**src/design/dcc_map.svh**
```systemverilog
// dcc_map.svh: offsets, field positions, reset values and counts of the dual oscillator
// clock control. Included by the package-using design; holds definitions only.
`ifndef DCC_MAP_SVH
`define DCC_MAP_SVH

// register offsets on the plain register port
`define DCC_ADDR_CTRL       4'h0
`define DCC_ADDR_MASK_OPTION_STATUS       4'h1

// clock_select_and_status field positions
`define DCC_BIT_FAST_RDY    7
`define DCC_BIT_SLOW_RDY    6
`define DCC_BIT_SEL_HI      3
`define DCC_BIT_SEL_LO      2
`define DCC_BIT_FOSC_EN     1
`define DCC_BIT_OPT_MAP     0

// preset value shared by the fast chain and the power-on divider
`define DCC_PRESET_FAST     13'h0078
`define DCC_PRESET_POD      14'h0078

// lcd taps on the power-on divider
`define DCC_LCD64_MASK      14'h003F
`define DCC_LCD128_MASK     14'h007F

`endif

```
**src/design/dcc_pkg.sv**
```systemverilog
// dcc_pkg: types of the dual oscillator clock control.
// Assumes dcc_map.svh supplies the numeric constants.
package dcc_pkg;

   typedef enum logic [1:0] {
      DCC_RUN  = 2'b00,
      DCC_WAIT = 2'b01,
      DCC_STOP = 2'b10
   } dcc_mode_t;

   typedef enum logic [1:0] {
      DCC_SEL_FAST2  = 2'b00,
      DCC_SEL_FAST4  = 2'b01,
      DCC_SEL_FAST64 = 2'b10,
      DCC_SEL_SLOW2  = 2'b11
   } dcc_sel_t;

endpackage

```
**src/design/dcc_clock_control.sv**
```systemverilog
// dcc_clock_control: dual oscillator clock control with stop/wait handling.
// Assumes oscillator ticks arrive asynchronously as pins and the cpu strobes
// stop/wait and wake events synchronously to clk.
//
// Operation
// - slow source stop halts fast, clears six-bit counter
// - irq wake restarts fast, cpu runs on slow
// - clearing enable stops fast, presets chain 0x0078
// - reenable restarts fast, ready after 8072 counts
// - enable clear plus stop: wake keeps fast off
// - stop halts fast and cpu/periph clocks, clears fast ready
// - stop exits on reset, irq, key, spi, tick
// - fast source stop resumes after counter overflow
// - wait halts only cpu, exits on interrupt
// - slow oscillator runs always, feeds system clock
// - power-on divider preset 0x0078, overflow releases reset
// - slow/2 system tick, slow/64 and /128 lcd
// - fast ready cleared by power-on or disable
// - slow ready set after 16264 slow clocks
// - bits five and four read zero
// - select 00 fast/2, 01 /4, 10 /64, 11 slow/2
// - enable set by reset, clearing drops ready
// - option map select cleared on reset
// - mask option status register is readable
// - stabilisation counter on fast/128, divider taps 2/4/64
`include "dcc_map.svh"
`timescale 1ns/1ps
`default_nettype none

module dcc_clock_control #(
   parameter logic [7:0] MASK_OPT_VAL = 8'h00
) (
   // clock, reset, enable
   input  wire logic            clk,
   input  wire logic            rst_n,
   input  wire logic            clk_en,
   input  wire logic            pwr_on_det,
   // oscillator pins
   input  wire logic            fast_osc_in,
   input  wire logic            slow_osc_in,
   output logic                 fast_osc_run_q,
   // cpu events
   input  wire logic            stop_req,
   input  wire logic            wait_req,
   input  wire logic            ext_irq,
   input  wire logic            key_wakeup_interrupt,
   input  wire logic            spi_slave_wake,
   input  wire logic            periodic_tick_interrupt,
   input  wire logic            any_interrupt,
   // register port
   input  wire logic [3:0]      reg_addr,
   input  wire logic [7:0]      reg_wdata,
   input  wire logic            reg_wr,
   input  wire logic            reg_rd,
   output logic      [7:0]      reg_rdata_q,
   // clock outputs
   output logic                 cpu_clk_en_q,
   output logic                 periph_clk_en_q,
   output logic                 lcd_tick64_q,
   output logic                 lcd_tick128_q,
   output logic                 por_active_q,
   output logic                 option_map_select_q,
   output dcc_pkg::dcc_mode_t   mode_q
);
   import dcc_pkg::*;

   ////////////////////////////////////////////////////////////////////////////
   // pin synchronisers and edge detect
   logic [2:0] fast_sync_q;
   logic [2:0] slow_sync_q;
   logic       fast_tick;
   logic       slow_tick;

   always_ff @(posedge clk) begin
      if (!rst_n) begin
         fast_sync_q <= 3'h0;
         slow_sync_q <= 3'h0;
      end else if (clk_en) begin
         fast_sync_q <= {fast_sync_q[1:0], fast_osc_in};
         slow_sync_q <= {slow_sync_q[1:0], slow_osc_in};
      end
   end

   // edge detect reads stage two and three only
   assign fast_tick = fast_sync_q[1] & ~fast_sync_q[2] & fast_osc_run_q;
   assign slow_tick = slow_sync_q[1] & ~slow_sync_q[2];

   ////////////////////////////////////////////////////////////////////////////
   // control register
   dcc_sel_t sel_q;
   logic     fosc_en_q;
   logic     fast_rdy_q;
   logic     slow_rdy_q;
   logic     wr_ctrl;
   logic     fosc_clear;
   logic     fosc_set;

   assign wr_ctrl    = reg_wr && (reg_addr == `DCC_ADDR_CTRL);
   assign fosc_clear = wr_ctrl && fosc_en_q && !reg_wdata[`DCC_BIT_FOSC_EN];
   assign fosc_set   = wr_ctrl && !fosc_en_q && reg_wdata[`DCC_BIT_FOSC_EN];

   // software is trusted to pick only ready sources and keep enable on fast
   always_ff @(posedge clk) begin
      if (!rst_n || pwr_on_det) begin
         sel_q               <= DCC_SEL_FAST2;
         fosc_en_q           <= 1'b1;
         option_map_select_q <= 1'b0;
      end else if (clk_en && wr_ctrl) begin
         sel_q               <= dcc_sel_t'(reg_wdata[`DCC_BIT_SEL_HI:`DCC_BIT_SEL_LO]);
         fosc_en_q           <= reg_wdata[`DCC_BIT_FOSC_EN];
         option_map_select_q <= reg_wdata[`DCC_BIT_OPT_MAP];
      end
   end

   ////////////////////////////////////////////////////////////////////////////
   // mode machine
   logic stop_wake;
   assign stop_wake = ext_irq | key_wakeup_interrupt | spi_slave_wake
                    | periodic_tick_interrupt;

   always_ff @(posedge clk) begin
      if (!rst_n || pwr_on_det) begin
         mode_q <= DCC_RUN; // reset also leaves stop
      end else if (clk_en) begin
         unique case (mode_q)
            DCC_RUN: begin
               if (stop_req) begin
                  mode_q <= DCC_STOP;
               end else if (wait_req) begin
                  mode_q <= DCC_WAIT;
               end
            end
            DCC_WAIT: begin
               if (any_interrupt) begin
                  mode_q <= DCC_RUN;
               end
            end
            DCC_STOP: begin
               if (stop_wake) begin
                  mode_q <= DCC_RUN;
               end
            end
            default: begin
               mode_q <= DCC_RUN;
            end
         endcase
      end
   end

   ////////////////////////////////////////////////////////////////////////////
   // fast oscillator run and stabilisation chain
   logic [12:0] fast_chain_q; // [12:7] stabilisation counter, [6:0] divider
   logic        fast_ovf;
   logic        stop_entry;

   assign stop_entry = (mode_q == DCC_RUN) && stop_req;
   assign fast_ovf   = fast_tick && (fast_chain_q == 13'h1FFF);

   always_ff @(posedge clk) begin
      if (!rst_n || pwr_on_det) begin
         fast_osc_run_q <= 1'b1;
      end else if (clk_en) begin
         // disabled or stopped means no fast oscillation
         // a write that sets the enable restarts the crystal one cycle early
         fast_osc_run_q <= (fosc_en_q || fosc_set) && !fosc_clear && !stop_entry
                           && (mode_q != DCC_STOP || stop_wake);
      end
   end

   always_ff @(posedge clk) begin
      if (pwr_on_det) begin
         fast_chain_q <= `DCC_PRESET_FAST;
      end else if (clk_en) begin
         if (fosc_clear || !fosc_en_q) begin
            fast_chain_q <= `DCC_PRESET_FAST;
         end else if (stop_entry) begin
            fast_chain_q <= {6'h00, fast_chain_q[6:0]}; // divider kept
         end else if (fast_tick) begin
            fast_chain_q <= fast_chain_q + 13'h0001; // counter on fast/128
         end
      end
   end

   // reset leaves the ready flags alone; set wins over clear
   always_ff @(posedge clk) begin
      if (pwr_on_det) begin
         fast_rdy_q <= 1'b0;
      end else if (clk_en) begin
         if (fast_ovf) begin
            fast_rdy_q <= 1'b1;
         end else if (fosc_clear || stop_entry) begin
            fast_rdy_q <= 1'b0;
         end
      end
   end

   ////////////////////////////////////////////////////////////////////////////
   // power-on divider on the slow oscillator
   logic [13:0] pod_q;
   logic        pod_ovf;
   assign pod_ovf = slow_tick && (pod_q == 14'h3FFF);

   always_ff @(posedge clk) begin
      if (pwr_on_det) begin
         pod_q        <= `DCC_PRESET_POD;
         slow_rdy_q   <= 1'b0;
         por_active_q <= 1'b1;
      end else if (clk_en) begin
         if (slow_tick) begin
            pod_q <= pod_q + 14'h0001;
         end
         if (pod_ovf) begin
            slow_rdy_q   <= 1'b1; // never cleared while powered
            por_active_q <= 1'b0;
         end
      end
   end

   ////////////////////////////////////////////////////////////////////////////
   // system and lcd ticks
   logic sys_tick;
   logic cpu_ok;

   always_comb begin
      unique case (sel_q)
         DCC_SEL_FAST2:  sys_tick = fast_tick && (fast_chain_q[0] == 1'b1);
         DCC_SEL_FAST4:  sys_tick = fast_tick && (fast_chain_q[1:0] == 2'h3);
         DCC_SEL_FAST64: sys_tick = fast_tick && (fast_chain_q[5:0] == 6'h3F);
         DCC_SEL_SLOW2:  sys_tick = slow_tick && (pod_q[0] == 1'b1);
      endcase
   end

   // fast source waits for overflow after stop or power-on
   assign cpu_ok = !por_active_q && ((sel_q == DCC_SEL_SLOW2) || fast_rdy_q);

   always_ff @(posedge clk) begin
      if (!rst_n || pwr_on_det) begin
         cpu_clk_en_q    <= 1'b0;
         periph_clk_en_q <= 1'b0;
         lcd_tick64_q    <= 1'b0;
         lcd_tick128_q   <= 1'b0;
      end else if (clk_en) begin
         cpu_clk_en_q    <= sys_tick && cpu_ok && (mode_q == DCC_RUN);
         periph_clk_en_q <= sys_tick && cpu_ok && (mode_q != DCC_STOP);
         lcd_tick64_q    <= slow_tick && ((pod_q & `DCC_LCD64_MASK) == `DCC_LCD64_MASK);
         lcd_tick128_q   <= slow_tick && ((pod_q & `DCC_LCD128_MASK) == `DCC_LCD128_MASK);
      end
   end

   ////////////////////////////////////////////////////////////////////////////
   // register read
   always_ff @(posedge clk) begin
      if (!rst_n) begin
         reg_rdata_q <= 8'h00;
      end else if (clk_en) begin
         reg_rdata_q <= 8'h00; // unmapped and idle read as zero
         if (reg_rd && reg_addr == `DCC_ADDR_CTRL) begin
            reg_rdata_q <= {fast_rdy_q, slow_rdy_q, 2'b00, sel_q, fosc_en_q,
                            option_map_select_q};
         end else if (reg_rd && reg_addr == `DCC_ADDR_MASK_OPTION_STATUS) begin
            reg_rdata_q <= MASK_OPT_VAL;
         end
      end
   end

endmodule
`default_nettype wire

```
**config.mk**
```make
export PLATFORM = sky130hd
export DESIGN_NAME = dcc_clock_control
export DESIGN_NICKNAME = d
export VERILOG_FILES = /design/src/design/dcc_pkg.sv /design/src/design/dcc_clock_control.sv
export VERILOG_INCLUDE_DIRS = /design/src /design/src/design
export SDC_FILE = /design/constraint.sdc
export NUM_CORES = 1
export LEC_CHECK = 0
export BUFFER_PORTS_ARGS = -buffer_cell sky130_fd_sc_hd__buf_2
export CORE_MARGIN = 2
export CORE_UTILIZATION = 45
export CTS_BUF_LIST = sky130_fd_sc_hd__clkbuf_4
export CTS_CLUSTER_DIAMETER = 120
export DETAILED_ROUTE_END_ITERATION = 10
export HOLD_SLACK_MARGIN = 0.02
export PLACE_DENSITY = 0.74
export SLEW_MARGIN = 20
export SYNTH_ARGS = -nofsm -noshare
export SYNTH_HDL_FRONTEND = slang
export SYNTH_SLANG_ARGS = --single-unit
```
**constraint.sdc**
```tcl
create_clock -name clk -period 2.81 [get_ports clk]
set_clock_uncertainty 0.2 [all_clocks]
set_input_delay 0.562 -clock clk [delete_from_list [all_inputs] [get_ports clk]]
set_output_delay 0.562 -clock clk [all_outputs]
set_load 0.02 [all_outputs]
```
Word level (Yosys, flattened, before mapping)
Index checks and enable logic that the tools add are counted.
{ "totals": {"regBits": 55, "in_bits": 27, "out_inout_bits": 17, "wordCells": 103} }
{ "classes": {"addsub": 2, "eq_ne": 16, "n_mux": 12, "bitwise": 8, "reduce_logical": 47} }
{ "op_table": {"columns": ["operator", "n"], "rows": [
  ["$mux W13", 3],
  ["$logic_and A1 B1 Y1", 23],
  ["$add A14 B1 Y14 const B", 1],
  ["$eq A14 B14 Y1 const B", 1],
  ["$add A13 B1 Y13 const B", 1],
  ["$eq A13 B13 Y1 const B", 1],
  ["$eq A6 B6 Y1 const B", 2],
  ["$eq A2 B2 Y1 const B", 4],
  ["$mux W2", 4],
  ["$mux W8", 1],
  ["$reduce_and A2 Y1", 4],
  ["$eq A7 B7 Y1 const B", 1],
  ["$logic_not A1 Y1", 6],
  ["$logic_or A1 B1 Y1", 6],
  ["$ne A2 B2 Y1 const B", 3],
  ["$pmux W2 S3", 1],
  ["$eq A2 B1 Y1 const B", 2],
  ["$logic_not A2 Y1", 2],
  ["$logic_not A4 Y1", 1],
  ["$pmux W1 S4", 1],
  ["$reduce_and A4 Y1", 1],
  ["$reduce_bool A2 Y1", 2],
  ["$and A1 B1 Y1", 3],
  ["$ne A3 B3 Y1 const B", 1],
  ["other kinds (6)", 10]
]} }

Longest topological paths before layout
{ "depth": {"depth_word": 8, "mapped_depth": 6, "depth_no_buf": 6} }

Least setup slack after synthesis
No wires, ideal clock.
{ "synth_timing": {"path_type": "input-to-reg", "start": "input port reg_addr[1]", "end": "register fast_chain_q[3]", "setup_ps": 122, "arrival_time_ps": 1668, "required_ps": 2488, "setup_slack_ps": 820, "stages": 5, "n_path_buf": 1, "cell_sequence": "nor4_4 > a31o_2 > buf_2 > o21ai_0 > a221o_1"} }
{ "synth_between": {"elab_chain_len": 7, "word_cells_on_any_way": 9, "cone_classes": "1 x eq/ne; 1 x mux; 7 x reduce/logical"} }
{ "synth_rtl": {"columns": ["element", "line_no", "source"], "rows": [
  ["from (decl)", "dcc_clock_control.sv:51", "input wire logic [3:0] reg_addr,"],
  ["$logic_not A4 Y1 (no source line) *", null, null],
  ["$logic_and A1 B1 Y1 *", "dcc_clock_control.sv:98", "assign wr_ctrl = reg_wr && (reg_addr == `DCC_ADDR_CTRL);"],
  ["$logic_and A1 B1 Y1 * (2 in series)", "dcc_clock_control.sv:99", "assign fosc_clear = wr_ctrl && fosc_en_q && !reg_wdata[`DCC_BIT_FOSC_EN];"],
  ["$logic_or A1 B1 Y1 *", "dcc_clock_control.sv:174", "if (fosc_clear || !fosc_en_q) begin"],
  ["$ne A2 B1 Y1 (no source line) / $reduce_bool A2 Y1 (equally long branches)", null, null],
  ["$reduce_and A3 Y1 (no source line)", null, null],
  ["to (signal assigned)", "dcc_clock_control.sv:175", "fast_chain_q <= `DCC_PRESET_FAST;"],
  ["to (signal assigned)", "dcc_clock_control.sv:177", "fast_chain_q <= {6'h00, fast_chain_q[6:0]};"],
  ["to (signal assigned)", "dcc_clock_control.sv:179", "fast_chain_q <= fast_chain_q + 13'h0001;"],
  ["to (decl)", "dcc_clock_control.sv:152", "logic [12:0] fast_chain_q;"]
]} }
Every way passes the cells marked *; elsewhere a longest branch is shown, timed or not.
A chain may end at the register's enable or synchronous reset.

Final worst setup path
{ "layout_timing": {"start": "register fast_chain_q[0]", "end": "register fast_chain_q[10]"} }
{ "layout_between": {"elab_chain_len": 4} }
{ "layout_rtl": {"columns": ["element", "line_no", "source"], "rows": [
  ["from (signal assigned)", "dcc_clock_control.sv:172", "fast_chain_q <= `DCC_PRESET_FAST;"],
  ["from (signal assigned)", "dcc_clock_control.sv:175", null],
  ["from (signal assigned)", "dcc_clock_control.sv:177", null],
  ["$add A13 B1 Y13", "dcc_clock_control.sv:179", null],
  ["$mux W13", "dcc_clock_control.sv:178", "end else if (fast_tick) begin"],
  ["$mux W13", "dcc_clock_control.sv:176", "end else if (stop_entry) begin"],
  ["$mux W13", "dcc_clock_control.sv:174", null]
]} }
Every way passes these cells. The select of a mux whose other input is x is not followed.

==> flow_summary.yaml <==
status:
  status: "complete, no violations"
synth:
  ys.warnings.count: 0
  dominantRegCellSynth: "dfxtp_1"
  synth-simple-area-share_pct: 26.7
  synthMuxAreaShare_pct: 5.03
  synth_xor_area_share_pct: 3.02
  synth_top_family_by_area: "simple AND/OR/NAND/NOR gates"
  ys_ff_latch: 53
  synth_edf_count: 0
  synth.cell_area_sq_mm: 0.00261
  syn_area_per_cell_sq_um: 8.85
  synthCells: 295
  synth-compound-area-share_pct: 17.9
  synth-seq-area-share_pct: 40.7
  async_flop_share_pct: 0
  ys_types: 56
  synthAdderAreaFrac_pct: 2.40
sta:
  slew_viol_final: 0
  layout_setup_ws_ns: 0.661
  post-route-period-util_pct: 76.5
  max_freq_ghz: 0.465
  rsz0062_at_grt: "no"
  period_needed_ns: 2.15
  finalSetupTns_ns: 0
  tightest_slew_ns: 0.566
  hold_violations: 0
  slew_headroom_pct: 61.3
  setup_viol: 0
clock_tree:
  cts_root_buf: "clkbuf_4"
  cts_num_sinks: 53
  ctsHtreeMaxLevel: 2
  post_cts_buffers: 0
  cts_tree: "done"
  clockBufferDepth: 2
  clock_latency_ns: 0.38
  cts_resized: 0
  hold_buffers: 0
  clk_pin_slew_ns: 0.16
  cts_buffers: 5
critical_path:
  r2r-start: "fast_chain_q[0]"
  r2r_setup_slack_ns: 0.66
  cp-start-kind: "flip-flop"
  end_kind: "flip-flop"
  critPathRequiredTime_ns: 2.93
  crit_fanout: 7
  crit_arrival_ns: 2.27
  rr_worst_depth: 5
  r2r-end: "fast_chain_q[10]"
  crit_type: "flip-flop to flip-flop"
  crit_start: "fast_chain_q[0]"
global_route:
  grt_pass1_vias: 2049
  grt-ovfl-total: 0
  grt_usage_pct: 18.6
  grt_max_degree: 27
  grt_pass1_wl_mm: 9.59
  antenna_found_initial: 0
pwr:
  powerDensity_mw_per_mm2: 414
  intPower_uw: 896
  power_mw: 1.21
  power_leakage_nw: 1.12
  peakVddDrop_mv: 0.252
  power_switching_uw: 312
  p_comb_share_pct: 7.7
  pwr-share-clk_pct: 29.0
  p_sw_share_pct: 25.9
  pwr-share-seq_pct: 63.3
detailed_routing:
  wl_per_cell_um: 13.9
  drtIter0Drc: 82
  ant_nets: 0
  vias_per_cell: 5.54
  drcViolationCount: 0
  drt_wl_total_mm: 5.63
  vias: 2237
  dr.pass1.iters: 4
place:
  post-dp-hpwl_mm: 4.16
  numPortBuffers: 37
  dp_slack_ns: 0.439
  gp_congestion: 0.878
hold_path:
  hold_class: "input port to flip-flop"
  min_path_cells: 3
  hold_end: "sel_q[0]"
  min_from: "reg_wdata[2]"
floorplanning:
  die-area_sq_mm: 0.00642
  core_area_sq_mm: 0.00554
  die_x_um: 80.2
  pin_count: 44
  start_util_pct: 47.1
  fp-row-count: 27
  dieHeight_um: 80.2
cells_and_area:
  antenna_cells: 0
  syn_to_final_growth_pct: 11.8
  drive_gt1_share_pct: 18.1
  final_common_cell: "dfxtp_1"
  finalNetCount: 363
  final_cell_mix: "dfxtp_1 (53), buf_2 (37), nor2_1 (19)"
flow_run:
  maxCapViolCount: 0
-- layer usage --
layer	up-vias	part of all wire [%]	GRT usage (%)
li1	1154	-	-
met1	1037	48	24.8
met2	41	48	30.9
met3	5	3.3	3.37
met4	0	1.0	5.08
met5	-	0	0
-- cell usage after synthesis (5+ instances only) --
cell type | n | area (sq um)
a21oi_1 | 17 | 85.1
nor2_1 | 19 | 71.3
nor2b_1 | 16 | 100
xnor2_1 | 5 | 43.8
clkbuf_1 | 8 | 30.0
a22oi_1 | 7 | 52.6
nand2b_1 | 9 | 56.3
mux2i_1 | 12 | 120
nand4_1 | 6 | 37.5
dfxtp_1 | 53 | 1060
nand3_1 | 14 | 70.1
ha_1 | 5 | 62.6
nand2_1 | 18 | 67.6
inv_1 | 13 | 48.8
o21ai_0 | 15 | 75.1
-- how the worst max path moves through the flow --
stage	end	slack, ns	cells after the start
finish	fast_chain_q[10]	0.66	5
global route	fast_chain_q[10]	0.54	5
CTS	fast_chain_q[10]	0.67	5
detailed placement	pod_q[11]	0.44	5
global placement	pod_q[11]	0.45	5
floorplan	fast_chain_q[3]	0.82	5
-- logic make-up (layout without fill, tap and decap cells) --
| group | count (synthesis) | in the layout |
|---|---|---|
| adder cells (fa/ha/maj) | 5 | 5 |
| flip-flops | 53 | 53 |
| buffers and inverters | 26 | 62 |
| multiplexers | 13 | 13 |
| AO/OA/AOI/OAI | 70 | 70 |
| AND/OR/NAND/NOR | 118 | 118 |
| other | 1 | 2 |
| XOR/XNOR | 9 | 9 |
-- registers in the layout, indices dropped and copies added, names as in the netlist --
register,count
fast_rdy_q,1
option_map_select_q,1
slow_sync_q,3
periph_clk_en_q,1
sel_q,2
mode_q,2
pod_q,14
fast_chain_q,13
por_active_q,1
lcd_tick128_q,1
fosc_en_q,1
fast_sync_q,3
reg_rdata_q,6
cpu_clk_en_q,1
fast_osc_run_q,1
lcd_tick64_q,1
slow_rdy_q,1
-- stage by stage --
stage | instance area, sq um | hold WS, ns | cells | utilization (%)
2_1_floorplan | 2610 | 0.226 | 296 | -
3_3_place_gp | 2860 | 0.249 | 396 | 51.6
3_5_place_dp | 2860 | 0.257 | 396 | 51.6
4_1_cts | 2920 | 0.203 | 404 | 52.7
5_1_grt | 2920 | 0.214 | 404 | 52.7
6_report | 2920 | 0.220 | 404 | 52.7
-- worst max-delay path, stage by stage (launching register included) --
cell and delay [ns]:
dfxtp_1 0.43, ha_1 0.28, nand3_2 0.18, or4_4 0.57, or3_1 0.32, a21oi_1 0.14
-- power groups by stage --
stage               Sequential, mW  Clock [mW]  Combinational, mW
floorplan                    0.781           0             0.0573
global placement             0.781           0             0.0909
detailed placement           0.781           0             0.0923
CTS                          0.765       0.364             0.0928
global route                 0.767       0.394              0.103
finish                       0.765       0.350             0.0932
-- area by class of cell --
cell class                 instances  area (sq um)
multi-input combinational        217          1450
sequential                        53          1060
tap                               72          90.1
timing repair buffer              41           215
clock buffer                       5          37.5
fill                             519          2620
clock inverter                     3          21.3
inverter                          13          48.8
Power figures use the tool's default switching activity.
